==> src/logic/rcsm_pkg.sv <==
`default_nettype none
package rcsm_pkg;
	// Register byte offsets
	localparam logic [7:0] REG_CTRL = 8'h00;
	localparam logic [7:0] REG_CFG = 8'h04;
	localparam logic [7:0] REG_SRC = 8'h08;
	localparam logic [7:0] REG_OUT = 8'h0C;
	localparam logic [7:0] REG_STAT = 8'h10;
	localparam logic [7:0] REG_DIV0 = 8'h20;
	localparam int NDIV = 5;
	// Control register fields
	localparam int CTRL_ARR = 0;
	localparam int CTRL_SM_LO = 1;
	localparam int CTRL_PRIM = 3;
	localparam int CTRL_OKC = 4;
	localparam int CTRL_EN_LO = 8;
	localparam logic [31:0] CTRL_RST = 32'h00003F00;
	// Configuration register fields
	localparam int CFG_PWR_LO = 12;
	localparam logic [31:0] CFG_RST = 32'h00007000;
	// Bank source field codes, three bits per bank
	localparam logic [2:0] SRC_OFF = 3'h0;
	localparam logic [2:0] SRC_INPUT = 3'h4;
	localparam logic [31:0] SRC_RST = 32'h00000004;
	// Output register fields
	localparam int OUT_LVL_LO = 6;
	localparam int OUT_PM_LO = 10;
	localparam logic [31:0] OUT_RST = 32'h00007C00;
	// Divider register fields
	localparam int DIV_SET1_LO = 16;
	localparam logic [31:0] DIV_RST = 32'h00010001;
	// Switchover mode codes
	localparam logic [1:0] SM_NONREV = 2'h2;
	localparam logic [1:0] SM_REV = 2'h3;
	// Timing
	localparam int CLK_MHZ = 125;
	localparam int REF_LOST_NS = 1000;
	localparam int REF_LOST_CYC = (REF_LOST_NS * CLK_MHZ) / 1000;
	localparam int MISS_EDGES = 2;
	localparam int HOLD_EDGES = 2;
	localparam int REVERT_SHORT = 8;
	localparam int REVERT_LONG = 1024;
	// Switchover states
	typedef enum logic [0:0] {
		SW_PRI = 1'b0,
		SW_SEC = 1'b1
	} rcsm_sw_t;
endpackage : rcsm_pkg
`default_nettype wire

==> src/logic/rcsm_lock_check.sv <==
`timescale 1ns/1ps
`default_nettype none
module rcsm_lock_check #(
	parameter int CW = 12
) (
	// Clock and reset
	input wire logic clk,
	input wire logic rst_n,
	// Edge pulses of reference and feedback
	input wire logic ref_edge,
	input wire logic fb_edge,
	// Lock state
	output logic locked
);
	logic [CW-1:0] cnt_r;
	logic [CW-1:0] period_r;
	logic fb_seen_r;
	logic [CW-1:0] half;
	logic in_win;

	// Feedback edge within half a period of the reference edge on either side
	assign half = period_r >> 1;
	assign in_win = (cnt_r <= half) || ((period_r - cnt_r) <= half);

	// Phase counter and reference period measurement
	always_ff @(posedge clk or negedge rst_n) begin
		if (!rst_n) begin
			cnt_r <= '0;
			period_r <= '0;
		end else if (ref_edge) begin
			cnt_r <= '0;
			period_r <= cnt_r + 1'b1;
		end else if (cnt_r != {CW{1'b1}}) begin
			cnt_r <= cnt_r + 1'b1;
		end
	end

	// Lock decision at each feedback edge, lost when a period has none
	always_ff @(posedge clk or negedge rst_n) begin
		if (!rst_n) begin
			fb_seen_r <= 1'b0;
			locked <= 1'b0;
		end else if (ref_edge) begin
			fb_seen_r <= fb_edge;
			// Coincident edges are in phase; a period with no feedback loses lock
			if (fb_edge) begin
				locked <= 1'b1;
			end else if (!fb_seen_r) begin
				locked <= 1'b0;
			end
		end else if (fb_edge) begin
			fb_seen_r <= 1'b1;
			locked <= in_win;
		end
	end
endmodule : rcsm_lock_check
`default_nettype wire

==> src/logic/rcsm_post_div.sv <==
`timescale 1ns/1ps
`default_nettype none
module rcsm_post_div #(
	parameter int DW = 10
) (
	// Clock and reset
	input wire logic clk,
	input wire logic rst_n,
	// Source level, power and ratio
	input wire logic src,
	input wire logic pwr,
	input wire logic [DW-1:0] ratio,
	// Divided level
	output logic out
);
	logic src_q;
	logic [DW-1:0] cnt_r;

	// Toggle the output every ratio source edges, ratio zero or power off parks low
	always_ff @(posedge clk or negedge rst_n) begin
		if (!rst_n) begin
			src_q <= 1'b0;
			cnt_r <= '0;
			out <= 1'b0;
		end else begin
			src_q <= src;
			if (!pwr || ratio == '0) begin
				cnt_r <= '0;
				out <= 1'b0;
			end else if (src && !src_q) begin
				if (cnt_r + 1'b1 >= ratio) begin
					cnt_r <= '0;
					out <= ~out;
				end else begin
					cnt_r <= cnt_r + 1'b1;
				end
			end
		end
	end
endmodule : rcsm_post_div
`default_nettype wire

==> src/logic/rcsm_top.sv <==
// Added by the designer: the address map and register access over AHB-Lite.
`timescale 1ns/1ps
`default_nettype none
module rcsm_top #(
	parameter int NBANK = 6,
	parameter int DW = 10
) (
	// Clock and reset
	input wire logic hclk,
	input wire logic hresetn,
	// AHB-Lite slave
	input wire logic hsel,
	input wire logic [31:0] haddr,
	input wire logic [1:0] htrans,
	input wire logic hwrite,
	input wire logic [2:0] hsize,
	input wire logic [31:0] hwdata,
	input wire logic hready,
	output logic hreadyout,
	output logic hresp,
	output logic [31:0] hrdata,
	// Reference inputs and select pins
	input wire logic crystal_reference_input,
	input wire logic second_reference_input,
	input wire logic clk_sel_pin,
	input wire logic prog_mode,
	input wire logic [5:0] select_input,
	// PLL clocks
	input wire logic [2:0] pll_out,
	input wire logic [2:0] pll_ref_clk,
	input wire logic [2:0] pll_fb_clk,
	// Configuration selection
	output logic [2:0] pll0_cfg,
	output logic [1:0] pll1_cfg,
	output logic [1:0] pll2_cfg,
	output logic [2:0] divider_set_pick,
	// Banks and flags
	output logic sel_ref_clk,
	output logic [NBANK-1:0] bank_clk,
	output logic [3:0] bank_level_select,
	output logic lock_lost_flag,
	output logic input_clock_lost_flag
);
	logic [31:0] ctrl_r, cfg_r, src_r, out_r;
	logic [31:0] div_r [rcsm_pkg::NDIV];
	logic wr_pend_r;
	logic [7:0] wr_addr_r;
	logic addr_ok;
	logic [31:0] rd_nxt;
	logic [4:0] gin_latch_r;
	logic latched_r;
	logic [5:0] gin_eff;
	logic ra_q, rb_q;
	logic [2:0] pr_q, pf_q, lck;
	logic [1:0] edge_ab;
	logic [$clog2(rcsm_pkg::REF_LOST_CYC+1)-1:0] lost_cnt_r [2];
	logic [1:0] lost;
	logic prim, pe, se, pri_lost, sec_lost, both_lost, auto_on;
	logic [1:0] sm;
	rcsm_pkg::rcsm_sw_t sw_r;
	logic [1:0] miss_r;
	logic [10:0] good_r;
	logic [10:0] thr;
	logic sel_q_r, sel_toggle;
	logic sel_app_r, app_ok, new_edge;
	logic [1:0] hold_r, in_hold_r;
	logic auto_lost_r;
	logic [2:0] bank_src [NBANK];
	logic [NBANK-1:0] src_lvl, div_lvl;

	// Bus slave answers in zero wait states, always OKAY
	assign hreadyout = 1'b1;
	assign hresp = 1'b0;
	assign addr_ok = hsel && hready && htrans[1];

	// Read data for the address phase, registered into the data phase
	always_comb begin
		rd_nxt = 32'h00000000;
		case (haddr[7:0])
			rcsm_pkg::REG_CTRL: rd_nxt = ctrl_r;
			rcsm_pkg::REG_CFG: rd_nxt = cfg_r;
			rcsm_pkg::REG_SRC: rd_nxt = src_r;
			rcsm_pkg::REG_OUT: rd_nxt = out_r;
			rcsm_pkg::REG_STAT: rd_nxt = {25'h0000000, sel_app_r, sw_r, lck, input_clock_lost_flag,
				lock_lost_flag};
			default: begin
				for (int k = 0; k < rcsm_pkg::NDIV; k++) begin
					if (haddr[7:0] == rcsm_pkg::REG_DIV0 + 8'(4 * k)) begin
						rd_nxt = div_r[k];
					end
				end
			end
		endcase
	end

	// Address phase capture and read data
	always_ff @(posedge hclk or negedge hresetn) begin
		if (!hresetn) begin
			wr_pend_r <= 1'b0;
			wr_addr_r <= 8'h00;
			hrdata <= 32'h00000000;
		end else if (hready) begin
			wr_pend_r <= addr_ok && hwrite && hsize == 3'h2;
			wr_addr_r <= haddr[7:0];
			hrdata <= addr_ok && !hwrite ? rd_nxt : 32'h00000000;
		end
	end

	// Register writes; only the power-on reset clears them
	always_ff @(posedge hclk or negedge hresetn) begin
		if (!hresetn) begin
			ctrl_r <= rcsm_pkg::CTRL_RST;
			cfg_r <= rcsm_pkg::CFG_RST;
			src_r <= rcsm_pkg::SRC_RST;
			out_r <= rcsm_pkg::OUT_RST;
			for (int k = 0; k < rcsm_pkg::NDIV; k++) begin
				div_r[k] <= rcsm_pkg::DIV_RST;
			end
		end else if (wr_pend_r) begin
			case (wr_addr_r)
				rcsm_pkg::REG_CTRL: ctrl_r <= hwdata & 32'h00003F1F;
				rcsm_pkg::REG_CFG: cfg_r <= hwdata & 32'h00007FFF;
				rcsm_pkg::REG_SRC: src_r <= hwdata & 32'h0003FFFF;
				rcsm_pkg::REG_OUT: out_r <= hwdata & 32'h00007FFF;
				default: begin
					for (int k = 0; k < rcsm_pkg::NDIV; k++) begin
						if (wr_addr_r == rcsm_pkg::REG_DIV0 + 8'(4 * k)) begin
							div_r[k] <= hwdata & 32'h03FF03FF;
						end
					end
				end
			endcase
		end
	end

	// Catch inputs 4-0 once after reset release, enables ignored
	always_ff @(posedge hclk or negedge hresetn) begin
		if (!hresetn) begin
			latched_r <= 1'b0;
			gin_latch_r <= 5'h00;
		end else if (!latched_r) begin
			latched_r <= 1'b1;
			gin_latch_r <= select_input[4:0];
		end
	end

	// Effective select inputs, input 5 low while programming
	assign gin_eff = prog_mode ? {1'b0, gin_latch_r} :
		select_input & ctrl_r[rcsm_pkg::CTRL_EN_LO +: 6];

	// Configuration choice and divider-set bit per PLL
	always_ff @(posedge hclk or negedge hresetn) begin
		if (!hresetn) begin
			pll0_cfg <= 3'h0;
			pll1_cfg <= 2'h0;
			pll2_cfg <= 2'h0;
			divider_set_pick <= 3'h0;
		end else if (ctrl_r[rcsm_pkg::CTRL_ARR]) begin
			pll0_cfg <= gin_eff[2:0];
			pll1_cfg <= 2'h0;
			pll2_cfg <= 2'h0;
			// Configs 4,5 borrow PLL1 slots, 6,7 borrow PLL2 slots
			divider_set_pick <= {cfg_r[8], cfg_r[4], cfg_r[{gin_eff[2] & gin_eff[1],
				gin_eff[2] & ~gin_eff[1], ~gin_eff[2] & gin_eff[1], gin_eff[0]}]};
		end else begin
			pll0_cfg <= {1'b0, gin_eff[1:0]};
			pll1_cfg <= gin_eff[3:2];
			pll2_cfg <= gin_eff[5:4];
			divider_set_pick <= {cfg_r[{2'h2, gin_eff[5:4]}], cfg_r[{2'h1, gin_eff[3:2]}],
				cfg_r[{2'h0, gin_eff[1:0]}]};
		end
	end

	// Sampled levels of references and PLL clocks
	always_ff @(posedge hclk or negedge hresetn) begin
		if (!hresetn) begin
			ra_q <= 1'b0;
			rb_q <= 1'b0;
			pr_q <= 3'h0;
			pf_q <= 3'h0;
		end else begin
			ra_q <= crystal_reference_input;
			rb_q <= second_reference_input;
			pr_q <= pll_ref_clk;
			pf_q <= pll_fb_clk;
		end
	end

	// Lock checkers, one per PLL
	for (genvar p = 0; p < 3; p++) begin : g_lock
		rcsm_lock_check #(.CW(12)) u_lock (
			.clk(hclk),
			.rst_n(hresetn),
			.ref_edge(pll_ref_clk[p] && !pr_q[p]),
			.fb_edge(pll_fb_clk[p] && !pf_q[p]),
			.locked(lck[p])
		);
	end

	// Absence timers run from the internal clock, so no reference is needed
	assign edge_ab = {second_reference_input && !rb_q, crystal_reference_input && !ra_q};
	always_ff @(posedge hclk or negedge hresetn) begin
		if (!hresetn) begin
			lost_cnt_r[0] <= '0;
			lost_cnt_r[1] <= '0;
		end else begin
			for (int i = 0; i < 2; i++) begin
				if (edge_ab[i]) begin
					lost_cnt_r[i] <= '0;
				end else if (!lost[i]) begin
					lost_cnt_r[i] <= lost_cnt_r[i] + 1'b1;
				end
			end
		end
	end
	assign lost[0] = lost_cnt_r[0] == ($bits(lost_cnt_r[0]))'(rcsm_pkg::REF_LOST_CYC);
	assign lost[1] = lost_cnt_r[1] == ($bits(lost_cnt_r[1]))'(rcsm_pkg::REF_LOST_CYC);

	// Primary and secondary roles from the pick bit
	assign prim = ctrl_r[rcsm_pkg::CTRL_PRIM];
	assign pe = prim ? edge_ab[1] : edge_ab[0];
	assign se = prim ? edge_ab[0] : edge_ab[1];
	assign pri_lost = prim ? lost[1] : lost[0];
	assign sec_lost = prim ? lost[0] : lost[1];
	assign both_lost = &lost;
	assign sm = ctrl_r[rcsm_pkg::CTRL_SM_LO +: 2];
	// Automatic only with the crystal input as primary
	assign auto_on = sm[1] && !prim;
	assign thr = ctrl_r[rcsm_pkg::CTRL_OKC] ? 11'(rcsm_pkg::REVERT_LONG) :
		11'(rcsm_pkg::REVERT_SHORT);

	// Select pin toggle detection
	always_ff @(posedge hclk or negedge hresetn) begin
		if (!hresetn) begin
			sel_q_r <= 1'b0;
		end else begin
			sel_q_r <= clk_sel_pin;
		end
	end
	assign sel_toggle = clk_sel_pin != sel_q_r;

	// Switchover state; misses counted on secondary edges
	always_ff @(posedge hclk or negedge hresetn) begin
		if (!hresetn) begin
			sw_r <= rcsm_pkg::SW_PRI;
			miss_r <= 2'h0;
			good_r <= 11'h000;
		end else if (!auto_on) begin
			sw_r <= clk_sel_pin ? rcsm_pkg::SW_SEC : rcsm_pkg::SW_PRI;
			miss_r <= 2'h0;
			good_r <= 11'h000;
		end else begin
			case (sw_r)
				rcsm_pkg::SW_PRI: begin
					good_r <= 11'h000;
					if (pe) begin
						miss_r <= 2'h0;
					end else if (se) begin
						if (miss_r == 2'(rcsm_pkg::MISS_EDGES - 1)) begin
							sw_r <= rcsm_pkg::SW_SEC;
							miss_r <= 2'h0;
						end else begin
							miss_r <= miss_r + 2'h1;
						end
					end
				end
				rcsm_pkg::SW_SEC: begin
					miss_r <= 2'h0;
					if (sm == rcsm_pkg::SM_NONREV) begin
						// Stays on secondary until the select pin toggles
						if (sel_toggle) begin
							sw_r <= rcsm_pkg::SW_PRI;
						end
					end else if (pri_lost) begin
						good_r <= 11'h000;
					end else if (pe) begin
						if (good_r == thr - 11'h001) begin
							sw_r <= rcsm_pkg::SW_PRI;
							good_r <= 11'h000;
						end else begin
							good_r <= good_r + 11'h001;
						end
					end
				end
				default: sw_r <= rcsm_pkg::SW_PRI;
			endcase
		end
	end

	// Applied select moves only while both inputs are low or the old one is gone
	assign app_ok = (!ra_q && !rb_q) || (sel_app_r ? sec_lost : pri_lost);
	always_ff @(posedge hclk or negedge hresetn) begin
		if (!hresetn) begin
			sel_app_r <= 1'b0;
			sel_ref_clk <= 1'b0;
		end else begin
			if (app_ok) begin
				sel_app_r <= sw_r == rcsm_pkg::SW_SEC;
			end
			sel_ref_clk <= sel_app_r ? (prim ? ra_q : rb_q) : (prim ? rb_q : ra_q);
		end
	end
	assign new_edge = sel_app_r ? se : pe;

	// Loss holds: lock-loss per switch, input-loss after an automatic switch
	always_ff @(posedge hclk or negedge hresetn) begin
		if (!hresetn) begin
			hold_r <= 2'h0;
			in_hold_r <= 2'h0;
			auto_lost_r <= 1'b0;
		end else begin
			if (app_ok && sel_app_r != (sw_r == rcsm_pkg::SW_SEC)) begin
				// One spare edge: the first new edge may come before the flag shows
				hold_r <= 2'(rcsm_pkg::HOLD_EDGES + 1);
			end else if (hold_r != 2'h0 && new_edge) begin
				hold_r <= hold_r - 2'h1;
			end
			if (auto_on && sw_r == rcsm_pkg::SW_PRI && se && !pe &&
				miss_r == 2'(rcsm_pkg::MISS_EDGES - 1)) begin
				in_hold_r <= 2'(rcsm_pkg::HOLD_EDGES);
				auto_lost_r <= sm == rcsm_pkg::SM_REV;
			end else begin
				if (in_hold_r != 2'h0 && se) begin
					in_hold_r <= in_hold_r - 2'h1;
				end
				// Revertive mode keeps the flag until the primary is back
				if (!auto_on || sw_r == rcsm_pkg::SW_PRI) begin
					auto_lost_r <= 1'b0;
				end
			end
		end
	end

	// Flags from powered PLLs, switch holds and absent inputs
	always_ff @(posedge hclk or negedge hresetn) begin
		if (!hresetn) begin
			lock_lost_flag <= 1'b0;
			input_clock_lost_flag <= 1'b0;
		end else begin
			lock_lost_flag <= |(~lck & cfg_r[rcsm_pkg::CFG_PWR_LO +: 3]) ||
				hold_r != 2'h0 || both_lost ||
				in_hold_r != 2'h0;
			input_clock_lost_flag <= (sel_app_r ? sec_lost : pri_lost) || both_lost ||
				in_hold_r != 2'h0 || auto_lost_r;
		end
	end

	// Bank routing, post-dividers and inversion
	for (genvar b = 0; b < NBANK; b++) begin : g_bank
		assign bank_src[b] = src_r[3 * b +: 3];
		assign src_lvl[b] = bank_src[b] == rcsm_pkg::SRC_INPUT ? sel_ref_clk :
			(bank_src[b] == rcsm_pkg::SRC_OFF || bank_src[b] > 3'h4) ? 1'b0 :
			pll_out[bank_src[b][1:0] - 2'h1];
		if (b == 0) begin : g_nodiv
			assign div_lvl[b] = src_lvl[b];
		end else begin : g_div
			logic pick;
			assign pick = (bank_src[b] >= 3'h1 && bank_src[b] <= 3'h3) ?
				divider_set_pick[bank_src[b][1:0] - 2'h1] : 1'b0;
			rcsm_post_div #(.DW(DW)) u_div (
				.clk(hclk),
				.rst_n(hresetn),
				.src(src_lvl[b]),
				.pwr(out_r[rcsm_pkg::OUT_PM_LO + b - 1]),
				.ratio(pick ? div_r[b-1][rcsm_pkg::DIV_SET1_LO +: DW] : div_r[b-1][DW-1:0]),
				.out(div_lvl[b])
			);
		end
	end
	// Registered bank outputs with inversion and level selects
	always_ff @(posedge hclk or negedge hresetn) begin
		if (!hresetn) begin
			bank_clk <= '0;
			bank_level_select <= 4'h0;
		end else begin
			bank_clk <= div_lvl ^ out_r[NBANK-1:0];
			bank_level_select <= out_r[rcsm_pkg::OUT_LVL_LO +: 4];
		end
	end
endmodule : rcsm_top
`default_nettype wire

==> config.mk <==
export PLATFORM = sky130hd
export DESIGN_NAME = rcsm_top
export DESIGN_NICKNAME = d
export VERILOG_FILES = /design/src/logic/rcsm_pkg.sv /design/src/logic/rcsm_lock_check.sv /design/src/logic/rcsm_post_div.sv /design/src/logic/rcsm_top.sv
export SDC_FILE = /design/constraint.sdc
export NUM_CORES = 1
export LEC_CHECK = 0
export BUFFER_PORTS_ARGS = -buffer_cell sky130_fd_sc_hd__buf_2
export CORE_ASPECT_RATIO = 0.7
export CORE_MARGIN = 3
export CORE_UTILIZATION = 30
export CTS_CLUSTER_DIAMETER = 60
export DETAILED_ROUTE_END_ITERATION = 8
export SYNTH_ARGS = -nofsm -noshare
export SYNTH_HDL_FRONTEND = slang
export SYNTH_SLANG_ARGS = --single-unit
==> constraint.sdc <==
create_clock -name hclk -period 8.1 [get_ports hclk]
set_clock_uncertainty 0.05 [all_clocks]
set_input_delay 1.215 -clock hclk [delete_from_list [all_inputs] [get_ports hclk]]
set_output_delay 1.215 -clock hclk [all_outputs]
set_load 0.01 [all_outputs]
# Word-level counts from Yosys, hierarchy flattened

Index checks and enable logic that the tools add are counted.
W data, S select, Z words.

Register bits: 410
Bits of input ports: 93
Output and inout bits: 57
Word-level logic and storage cells: 475

Add/subtract/negate cells: 24
$lt $le $gt $ge: 37
Equal/unequal tests: 43
Muxes and demuxes: 160
Bitwise operators: 16
Reduce and logical (&&, ||, !) cells: 131

Operator list:

| operator                | number |
|---|---|
| $mux W10                | 20 |
| $pmux W32 S5            | 1 |
| $mux W32                | 3 |
| $mux W1                 | 86 |
| $eq A8 B6 Y1 const B    | 10 |
| $mux W26                | 3 |
| $le A12 B11 Y1          | 6 |
| $mux W12                | 6 |
| $mux W11                | 6 |
| $add A10 B1 Y10 const B | 5 |
| $ge A10 B10 Y1          | 5 |
| $logic_not A10 Y1       | 5 |
| $reduce_bool A2 Y1      | 21 |
| $add A12 B1 Y12 const B | 3 |
| $ne A12 B12 Y1 const B  | 3 |
| $sub A12 B12 Y12        | 3 |
| $eq A8 B4 Y1 const B    | 4 |
| $logic_and A1 B1 Y1     | 32 |
| $bmux W1 S2             | 14 |
| $mux W7                 | 4 |
| $reduce_and A2 Y1       | 14 |
| $logic_not A1 Y1        | 22 |
| $logic_or A1 B1 Y1      | 22 |
| $pmux W11 S2            | 1 |
| other kinds (42)        | 112 |

# Longest topological paths before layout

Gate-level depths: netlist of the first run.

Word-level depth: 9
Gate-level depth with buffers: 15
Depth with buffers taken out: 15

# By module

A second synthesis of the first run with hierarchy kept.

Cell total of the unflattened synthesis: 2555
Area, all modules: 25459.4 sq um

By module, submodules not included:

| module                                  | instances | cells an instance | area each (sq um) | seq. area each (sq um) |
|---|---|---|---|---|
| rcsm_top                                | 1         | 1187              | 13686.9           | 6687.7 |
| rcsm_post_div                           | 5         | 126               | 1029.7            | 300.3 |
| rcsm_lock_check at g_lock[1].u_lock ... | 2         | 247               | 2232.1            | 650.6 |
| rcsm_lock_check at g_lock[0].u_lock     | 1         | 244               | 2159.6            | 650.6 |

# Worst setup path after synthesis of the first run

OpenSTA, ideal clock, no wires.

Path type: register -> register
Start: register src_r[3]
End: register g_bank[1].g_div.u_div.cnt_r[0]
Setup time: 74 ps
Arrival time: 3407 ps
Data required time: 7976 ps
Setup slack: 4568 ps
Stages on the path, launching flop included: 14
Path buffers: 0
Period minus slack after synthesis: 3532 ps
Cells stage by stage: dfrtp_1 -> inv_1 -> ha_1 -> mux2i_1 -> a2111oi_2 -> nor2_2 -> mux2_2 -> ha_1 -> nor2b_1 -> o21ai_0 -> a311o_1 -> a221oi_1 -> o21ai_1 -> nor2_1

Cells in the longest elaborated chain, start to end: 9
Elaborated cells on any way between the ends: 24
Classes of those cells: 1 x add/sub; 4 x order compare; 1 x eq/ne; 11 x mux; 7 x reduce/logical

Ends and longest elaborated chain:

| element                       | RTL line                         | RTL |
|---|---|---|
| start: declaration            | rcsm_top.sv:44                   | `logic [31:0] ctrl_r, cfg_r, src_r, out_r;` |
| start signal: assignment      | rcsm_top.sv:114                  | `src_r <= rcsm_pkg::SRC_RST;` |
| start signal: assignment      | rcsm_top.sv:123                  | `rcsm_pkg::REG_SRC: src_r <= hwdata & 32'h0003FFFF;` |
| $sub A2 B1 Y2                 | rcsm_top.sv:353, rcsm_top.sv:359 |  |
| $bmux W1 S2                   | rcsm_top.sv:359                  | `divider_set_pick[bank_src[b][1:0] - 2'h1] : 1'b0;` |
| $mux W1 (not written as such) | rcsm_top.sv:359                  |  |
| $mux W1                       | rcsm_top.sv:358                  | `assign pick = (bank_src[b] >= 3'h1 && bank_src[b] <= 3'h3) ?` |
| $mux W10                      | rcsm_top.sv:365                  | `.ratio(pick ? div_r[b-1][rcsm_pkg::DIV_SET1_LO +: DW] : div_r[b-1][DW-1:0]),` |
| $ge A10 B10 Y1                | rcsm_post_div.sv:31              | `if (cnt_r + 1'b1 >= ratio) begin` |
| $mux W10                      | rcsm_post_div.sv:31              |  |
| $mux W10                      | rcsm_post_div.sv:30              | `end else if (src && !src_q) begin` |
| $mux W10                      | rcsm_post_div.sv:27              | `if (!pwr \|\| ratio == '0) begin` |
| end signal: assignment        | rcsm_post_div.sv:35              | `cnt_r <= cnt_r + 1'b1;` |
| end: declaration              | rcsm_post_div.sv:17              | `logic [DW-1:0] cnt_r;` |

Parallel ways exist; a longest one is shown, timed or not. The select of a mux whose other input is x is not followed.
A chain may end at the register's enable or synchronous reset.

# Final worst setup path of the first run

Start: register src_r[6]
End: register g_bank[2].g_div.u_div.cnt_r[7]

Cells in the longest elaborated chain, start to end: 9
Elaborated cells on any way between the ends: 24
Classes of those cells: 1 x add/sub; 4 x order compare; 1 x eq/ne; 11 x mux; 7 x reduce/logical

Ends and longest elaborated chain:

| element                       | RTL line |
|---|---|
| $sub A2 B1 Y2                 | rcsm_top.sv:353, rcsm_top.sv:359 |
| $bmux W1 S2                   | rcsm_top.sv:359 |
| $mux W1 (not written as such) | rcsm_top.sv:359 |
| $mux W1                       | rcsm_top.sv:358 |
| $mux W10                      | rcsm_top.sv:365 |
| $ge A10 B10 Y1                | rcsm_post_div.sv:31 |
| $mux W10                      | rcsm_post_div.sv:31 |
| $mux W10                      | rcsm_post_div.sv:30 |
| $mux W10                      | rcsm_post_div.sv:27 |
| end signal: assignment        | rcsm_post_div.sv:35 |
| end: declaration              | rcsm_post_div.sv:17 |

Parallel ways exist; a longest one is shown, timed or not. The select of a mux whose other input is x is not followed.

==> flow_metrics.tcl, run 1 <==
set metrics [dict create \
    cts-root-to-sink-buffers 3 \
    cts_root_buf "sky130_fd_sc_hd__clkbuf_16" \
    crit-reg2reg-capture "g_bank[2].g_div.u_div.cnt_r[7]$_DFFE_PN0P_" \
    hold_path_class "register to register" \
    cts.reportedPaths.clkPinSlew_ps 70 \
    layout-area-overhead-vs-synth_pct 13.69 \
    timing.critical_path.slowest_stage_cell "sky130_fd_sc_hd__nor2_1" \
    crit_path_cell_trace "inv_1 -> ha_1 -> nor4bb_1 -> o21a_1 -> nor2_1 -> mux2i_1 -> ha_1 -> a2111oi_0 -> o21ai_0 -> a21oi_1 -> nor2_1 -> or4_1 -> a31oi_1" \
    critical_path.max_stage_delay_ps 850 \
    place_ws_ps 3693 \
    synthMuxAreaShare_pct 14.14 \
    layout_common_cells "sky130_fd_sc_hd__dfrtp_1, sky130_fd_sc_hd__ha_1, sky130_fd_sc_hd__mux2_2" \
    yosysTopAreaCellShare_pct 39.09 \
    rows 86 \
    critPathMaxFanout 11 \
    detail_route.drc_violations 0 \
    tritoncts "yes" \
    multi_input_area_um2 13390 \
    syn_avg_cell_area_um2 10.45 \
    global_route.usage.total_pct 16.35 \
    rsz0062_at_grt "no" \
    cts.hold.buffers_added 0 \
    drive_above_1_share_pct 18.41 \
    power_per_cell_area_nw_per_um2 235.6 \
    gp_routability_congestion 0.8697 \
    timing.critical_path.required_ps 8570 \
    finalWirelength_um 70270 \
    synth-compound-area-share_pct 12.47 \
    worstSetupPathType "register to register" \
    setup-tns-final_ps 0 \
    yosys_most_used_dff "sky130_fd_sc_hd__dfrtp_1" \
    cp_data_arrival_time_ps 4970 \
    die_h_um 243.9 \
    drt_first_pass_iters 5 \
    final_common_cell "sky130_fd_sc_hd__dfrtp_1" \
    drt-wirelength-per-cell_um 19.96 \
    n_fill_cell 8055 \
    maxClockFrequency_mhz 222.2 \
    share_of_the_core_filled_with_cells_pct 34.74 \
    worst_slew_pin_slew_ps 1244 \
    drt_first_iter_violations 1638 \
    synth_top_family_by_area "multiplexers" \
    cp-end-kind "register" \
    regToRegStartpoint "src_r[6]$_DFFE_PN0P_" \
    ys_top_cells_by_area "sky130_fd_sc_hd__dfrtp_1, sky130_fd_sc_hd__ha_1, sky130_fd_sc_hd__mux2_2" \
    cts.repair.resized 0 \
    die_width_um 345.9 \
    detail_route.vias_per_cell 5.233 \
    h_tree_level_count 2 \
    synth-adder-area-share_pct 9.839 \
    grt_first_pass_wirelength_um 108000 \
    cts-buffers-inserted 45 \
    synthSimpleGateAreaFrac_pct 13.73 \
    power.leakage_nw 12.36 \
    finalCriticalPeriod_ps 4501 \
    grt.overflow.total 0 \
    grt_max_degree 140 \
    worst_slack_ps 3599 \
    r2r_slack_ps 3600 \
    async_flop_share_pct 100.0 \
    timing.critical_path.buf_inv 1 \
    core_um2 79410 \
    synth_seq_cells 404 \
    whs_path_depth 0 \
    finish.net_count 2709 \
    grt_antenna_before_repair 6 \
    seqCellArea_um2 10140 \
    antenna_left 0 \
    synth_seq_area_share_pct 41.79 \
    r2r_cell_count 13 \
    top_level_ports 150 \
    dr_vias 18430 \
    fp.dieArea_um2 84390 \
    start_util_pct 30.56 \
    finalSetupViolCount 0 \
    syn-cell-area_um2 24260 \
    synth_enable_flop_cells 0 \
    syn-instance-count 2323 \
    ys_types 87 \
    clock_sink_count 404 \
    count_of_buffers_from_port_buffering 110 \
    via_count_of_the_first_global_routing_pass 17220 \
    vdd_ir_drop_max_mv 0.1515 \
    clkLatencyLatePin_ps 610 \
    timing.final.hold_violations 0 \
    post_synth_xor_area_fraction_pct 4.837 \
    timing.max_cap.violations 0 \
    finalCritPeriodShare_pct 55.57 \
    cts_setup_buffers 0 \
    maxSlewHeadroom_pct 16.86 \
    crit_path_start_kind "register" \
    dp.final_hpwl_um 52990 \
    status "finished, final reports clean" \
    post_synthesis_cell_type_with_the_largest_combined_area "sky130_fd_sc_hd__dfrtp_1" \
    crit_family "simple AND/OR/NAND/NOR gates" \
    yosys_warnings 0 \
    final_max_slew_viol_count 0 \
    whs_endpoint "bank_level_select[2]$_DFF_PN0_" \
    worstHoldStart "out_r[8]$_DFFE_PN0P_" \
]
-- worst reg2reg max path, stage by stage, from the launching register on --
cell and delay [ps]:
sky130_fd_sc_hd__dfrtp_1 430, sky130_fd_sc_hd__inv_1 140, sky130_fd_sc_hd__ha_1 380, sky130_fd_sc_hd__nor4bb_1 170, sky130_fd_sc_hd__o21a_1 170, sky130_fd_sc_hd__nor2_1 850
sky130_fd_sc_hd__mux2i_1 390, sky130_fd_sc_hd__ha_1 300, sky130_fd_sc_hd__a2111oi_0 360, sky130_fd_sc_hd__o21ai_0 170, sky130_fd_sc_hd__a21oi_1 320, sky130_fd_sc_hd__nor2_1 150
sky130_fd_sc_hd__or4_1 420, sky130_fd_sc_hd__a31oi_1 130
-- state kept, by name, indices dropped and copies added, names as in the netlist, 14 cells and up --
register,flops
src_r,18
cfg_r,15
div_r,100
out_r,15
hrdata,26
g_bank.g_div.u_div.cnt_r,50
g_lock.u_lock.period_r,36
lost_cnt_r,14
g_lock.u_lock.cnt_r,36
-- area by class of cell --
cell class	count	share of cell area, %
Multi-Input combinational cell	1736	48.54
Sequential cell	404	36.76
Tap cell	1056	4.790
Clock buffer	60	4.540
Timing Repair Buffer	123	2.477
Inverter	117	1.592
Clock inverter	21	1.261
Antenna cell	4	0.03629
-- power breakdown --
part	switching [W]	leakage, nW	internal (W)
Sequential	0.000199	5.15	0.00216
Combinational	0.00104	6.43	0.000864
Clock	0.000910	0.787	0.00132
-- stage by stage --
step,total power [W],instance area (µm²),std cells,hold WS [ps]
after CTS,0.006557,27580,3517,360.5
after detailed placement,0.004280,25970,3436,346.5
after global placement,0.004249,25970,3436,343.8
after global routing,0.006931,27580,3518,378.9
after floorplan,0.003741,24290,2330,314.0
final,0.006499,27590,3521,359.0
-- how the worst max path moves through the flow --
stage	start	endpoint	slack [ps]	cells after the start
after floorplan	src_r[3]$_DFFE_PN0P_	g_bank[1].g_div.u_div.cnt_r[0]$_DFFE_PN0P_	4570	13
after global placement	src_r[6]$_DFFE_PN0P_	g_bank[2].g_div.u_div.cnt_r[7]$_DFFE_PN0P_	3750	13
after detailed placement	src_r[6]$_DFFE_PN0P_	g_bank[2].g_div.u_div.cnt_r[7]$_DFFE_PN0P_	3690	13
after CTS	src_r[6]$_DFFE_PN0P_	g_bank[2].g_div.u_div.cnt_r[7]$_DFFE_PN0P_	3670	13
after global routing	src_r[6]$_DFFE_PN0P_	g_bank[2].g_div.u_div.cnt_r[7]$_DFFE_PN0P_	3360	13
final	src_r[6]$_DFFE_PN0P_	g_bank[2].g_div.u_div.cnt_r[7]$_DFFE_PN0P_	3600	13
-- cell families after synthesis --
group / after synthesis
buffers and inverters: 190
and+or+nand+nor: 664
muxes: 286
DFF: 404
other: 2
adders and majority gates: 189
AOI/OAI and AO/OA: 454
xor gates and xnor gates: 134
-- synth_stat cells (48+ instances only) --
cell and count:
sky130_fd_sc_hd__a21oi_1 98, sky130_fd_sc_hd__mux2_2 183, sky130_fd_sc_hd__nor3_1 48, sky130_fd_sc_hd__nor2_1 170
sky130_fd_sc_hd__nand2_1 146, sky130_fd_sc_hd__dfrtp_1 379, sky130_fd_sc_hd__ha_1 186, sky130_fd_sc_hd__xnor2_1 87
sky130_fd_sc_hd__nand3_1 76, sky130_fd_sc_hd__o21ai_0 126, sky130_fd_sc_hd__mux2i_1 75, sky130_fd_sc_hd__inv_1 116
-- routing by layer --
| metal | GRT usage [%] | part of all wire, % | up-vias |
|---|---|---|---|
| li1 | - | - | 8714 |
| met1 | 25.83 | 50 | 9051 |
| met2 | 21.43 | 38 | 574 |
| met3 | 4.848 | 9.6 | 84 |
| met4 | 3.324 | 1.8 | 4 |
| met5 | 0 | 0.037 | - |
Note: power is estimated with default switching activity, not from simulation.
==> run 2: changes to the inputs <==
--- a/config.mk
+++ b/config.mk
@@ -5,6 +5,7 @@
 export SDC_FILE = /design/constraint.sdc
 export NUM_CORES = 1
 export LEC_CHECK = 0
+export ABC_AREA = 1
 export BUFFER_PORTS_ARGS = -buffer_cell sky130_fd_sc_hd__buf_2
 export CORE_ASPECT_RATIO = 0.7
 export CORE_MARGIN = 3
==> constraint.sdc (replaced) <==
create_clock -name hclk -period 4.4 [get_ports hclk]
set_clock_uncertainty 0.05 [all_clocks]
set_input_delay 0.66 -clock hclk [delete_from_list [all_inputs] [get_ports hclk]]
set_output_delay 0.66 -clock hclk [all_outputs]
set_load 0.01 [all_outputs]
==> flow_metrics.tcl, run 2 <==
set metrics [dict create \
    status "finished, final reports clean" \
    tritoncts "yes" \
    worstSetupPathType "register to register" \
    setup-tns-final_ps 0 \
    critical_path.max_stage_delay_ps 540 \
    yosys_most_used_dff "sky130_fd_sc_hd__dfrtp_1" \
    finalWirelength_um 72420 \
    final_max_slew_viol_count 0 \
    timing.critical_path.slowest_stage_cell "sky130_fd_sc_hd__nand3_1" \
    dr_vias 21290 \
    numPlacedInstances 4278 \
    post-layout-total-power_w 0.01182 \
    seq_power_share_pct 36.1 \
    h_tree_level_count 2 \
    finish.net_count 3538 \
    cts_setup_buffers 0 \
    ys_types 62 \
    vdd_ir_drop_max_mv 0.2641 \
    syn-cell-area_um2 24900 \
    start_util_pct 30.58 \
    grt.overflow.total 0 \
    grt_antenna_before_repair 5 \
    dp.final_hpwl_um 54900 \
    finalSetupViolCount 0 \
    grt_max_degree 90 \
    maxSlewHeadroom_pct 17.91 \
    synth_top_family_by_area "simple AND/OR/NAND/NOR gates" \
    post_synthesis_cell_type_with_the_largest_combined_area "sky130_fd_sc_hd__dfrtp_1" \
    count_of_buffers_from_port_buffering 110 \
    synthMuxAreaShare_pct 0.1759 \
    post_synth_xor_area_fraction_pct 3.377 \
    n_fill_cell 8536 \
    drt-wirelength-per-cell_um 16.61 \
    power_report.internal_total_w 0.007815 \
    finish.cell_count_without_fillers 4360 \
    via_count_of_the_first_global_routing_pass 19480 \
    timing.critical_path.required_ps 4860 \
    detail_route.vias_per_cell 4.882 \
    largestRegisters "div_r (100), g_bank.g_div.u_div.cnt_r (50)" \
    cts.reportedPaths.clkPinSlew_ps 60 \
    clkLatencyLatePin_ps 600 \
    regMostFlops "div_r" \
    hold_path_class "input pin to asynchronous set/reset pin" \
    finalCriticalPeriod_ps 3680 \
    timing.final.hold_violations 0 \
    crit_path_cell_trace "inv_1 -> ha_1 -> inv_1 -> o22ai_1 -> nand2_1 -> nand3_1 -> o21ai_0 -> ha_1 -> a21oi_1 -> o21ai_0 -> nand2_1 -> o2111ai_1 -> buf_4 -> nor3_1 -> a21oi_1 -> nor2_1" \
    synth_top_cells_by_count "sky130_fd_sc_hd__nand2_1, sky130_fd_sc_hd__inv_1, sky130_fd_sc_hd__dfrtp_1, sky130_fd_sc_hd__o21ai_0, sky130_fd_sc_hd__nor2_1" \
    global_route.usage.total_pct 16.67 \
    cts_root_buf "sky130_fd_sc_hd__clkbuf_16" \
    top_level_ports 150 \
    rsz0062_at_grt "no" \
    drt_first_pass_iters 7 \
    die_width_um 350.3 \
    power.clock.fraction_pct 34.3 \
    cts-root-to-sink-buffers 3 \
    gp_routability_congestion 0.8937 \
    grt_first_pass_wirelength_um 113600 \
    p_comb_share_pct 29.6 \
    critPathMaxFanout 20 \
    cts-buffers-inserted 44 \
    antenna_left 0 \
    cts.hold.buffers_added 0 \
    whs_ps 34.31 \
    largest_register_ffs 100 \
    syn-instance-count 3166 \
    async_flop_share_pct 100.0 \
    synthSimpleGateAreaFrac_pct 23.01 \
    cts.repair.resized 0 \
    yosysTopAreaCellShare_pct 38.09 \
    power.leakage_nw 14.84 \
    core_um2 81420 \
    timing.max_cap.violations 0 \
    post-synth-top-count-cell "sky130_fd_sc_hd__nand2_1" \
    synth_enable_flop_cells 0 \
    maxClockFrequency_mhz 271.8 \
    layout_common_cells "sky130_fd_sc_hd__nand2_1, sky130_fd_sc_hd__inv_1, sky130_fd_sc_hd__dfrtp_1" \
    fp.dieArea_um2 86550 \
    final_common_cell "sky130_fd_sc_hd__nand2_1" \
    p_switching_w 0.004009 \
    synth_seq_cells 404 \
    synth-compound-area-share_pct 14.17 \
    layout-area-overhead-vs-synth_pct 12.89 \
    place_ws_ps 801.5 \
    syn_avg_cell_area_um2 7.864 \
    cp-end-kind "register" \
    cp_data_arrival_time_ps 4140 \
    drt_first_iter_violations 2111 \
    die_h_um 247.0 \
    crit_path_start_kind "register" \
    clock_sink_count 404 \
    sw_frac_of_total_pct 33.90 \
    detail_route.drc_violations 0 \
    worst_slack_ps 720.3 \
    synth_seq_area_share_pct 40.73 \
    power_per_cell_area_nw_per_um2 420.6 \
    drive_above_1_share_pct 10.67 \
    finalCritPeriodShare_pct 83.63 \
    synth-adder-area-share_pct 9.588 \
    rows 87 \
    worst_slew_pin_slew_ps 1228 \
    ys_top_cells_by_area "sky130_fd_sc_hd__dfrtp_1, sky130_fd_sc_hd__nand2_1, sky130_fd_sc_hd__ha_1" \
    yosys_warnings 0 \
]
==> run 2: changes by cell type in the layout (fill, tap and decap cells not counted), moves of 27 or more <==
cell | before | now
sky130_fd_sc_hd__a21oi_1 | 98 | 150
sky130_fd_sc_hd__nor2b_1 | 38 | 1
sky130_fd_sc_hd__xor2_1 | 47 | 77
sky130_fd_sc_hd__nand2_2 | 0 | 54
sky130_fd_sc_hd__mux2i_1 | 75 | 1
sky130_fd_sc_hd__mux2_2 | 183 | 3
sky130_fd_sc_hd__and3_1 | 31 | 4
sky130_fd_sc_hd__xnor2_1 | 87 | 19
sky130_fd_sc_hd__inv_1 | 116 | 446
sky130_fd_sc_hd__nand2_1 | 146 | 742
sky130_fd_sc_hd__nand4_1 | 29 | 71
sky130_fd_sc_hd__mux4_2 | 27 | 0
sky130_fd_sc_hd__o21ai_0 | 126 | 334
==> run 2: path summary, 6_finish.rpt <==
kind | start | to | slack [ps] | depth (start not counted)
min in group hclk | pll_ref_clk[0] | pr_q[0]$_DFF_PN0_ | 120 | 1
setup reg to reg | src_r[3]$_DFFE_PN0P_ | g_bank[1].g_div.u_div.cnt_r[4]$_DFFE_PN0P_ | 720 | 16
setup / recovery | src_r[3]$_DFFE_PN0P_ | g_bank[1].g_div.u_div.cnt_r[4]$_DFFE_PN0P_ | 720 | 16
max in group asynchronous | hresetn | ctrl_r[11]$_DFFE_PN1P_ | 3190 | 2
hold / removal | hresetn | g_bank[3].g_div.u_div.cnt_r[5]$_DFFE_PN0P_ | 30 | 1
hold reg to reg | out_r[9]$_DFFE_PN0P_ | bank_level_select[3]$_DFF_PN0_ | 370 | 0
==> run 2: stage by stage <==
step	utilization [%]	cell area, µm²
2_1_floorplan	-	24930
3_3_place_gp	32.59	26540
4_1_cts	34.52	28110
5_1_grt	34.52	28110
6_report	34.52	28110
3_5_place_dp	32.59	26540
==> run 2: critical path: cells and delay by family (launching register included) <==
| kind | cells | cell delay, ps |
|---|---|---|
| flip-flops | 1 | 480 |
| AND/OR/NAND/NOR | 5 | 960 |
| AO/OA/AOI/OAI | 6 | 1020 |
| adder cells (fa/ha/maj) | 2 | 630 |
| buffers and inverters | 3 | 430 |
==> run 2: power groups by stage <==
stage	Sequential (W)	Clock [W]	Combinational, W
floorplan	0.00423	0	0.00267
global placement	0.00432	0	0.00343
detailed placement	0.00433	0	0.00351
CTS	0.00426	0.00417	0.00353
global route	0.00430	0.00431	0.00413
finish	0.00427	0.00406	0.00350
==> run 2: cell families after synthesis <==
family,after synthesis
flops,404
mux,4
compound gates,635
fa+ha+maj,189
buf+inv,555
other cells,2
simple gates,1281
xor+xnor,96
==> run 2: area by class of cell <==
class / count / area, µm² / area share, %
Antenna cell: 1 / 2.502 / 0.008902
Clock buffer: 62 / 1270 / 4.518
Clock inverter: 19 / 299.0 / 1.064
Inverter: 461 / 1730 / 6.156
Multi-Input combinational cell: 2214 / 12560 / 44.69
Sequential cell: 404 / 10140 / 36.08
Tap cell: 1068 / 1336 / 4.754
Timing Repair Buffer: 131 / 768.2 / 2.733
==> run 2: layer usage <==
layer	share of wire (%)	global-route usage, %	wire length [µm]	vias up
met3	8.8	4.629	6384	98
met2	39	22.61	28190	661
li1	-	-	-	10540
met5	0.040	0	29	-
met1	51	25.91	36600	9987
met4	1.7	3.243	1206	4
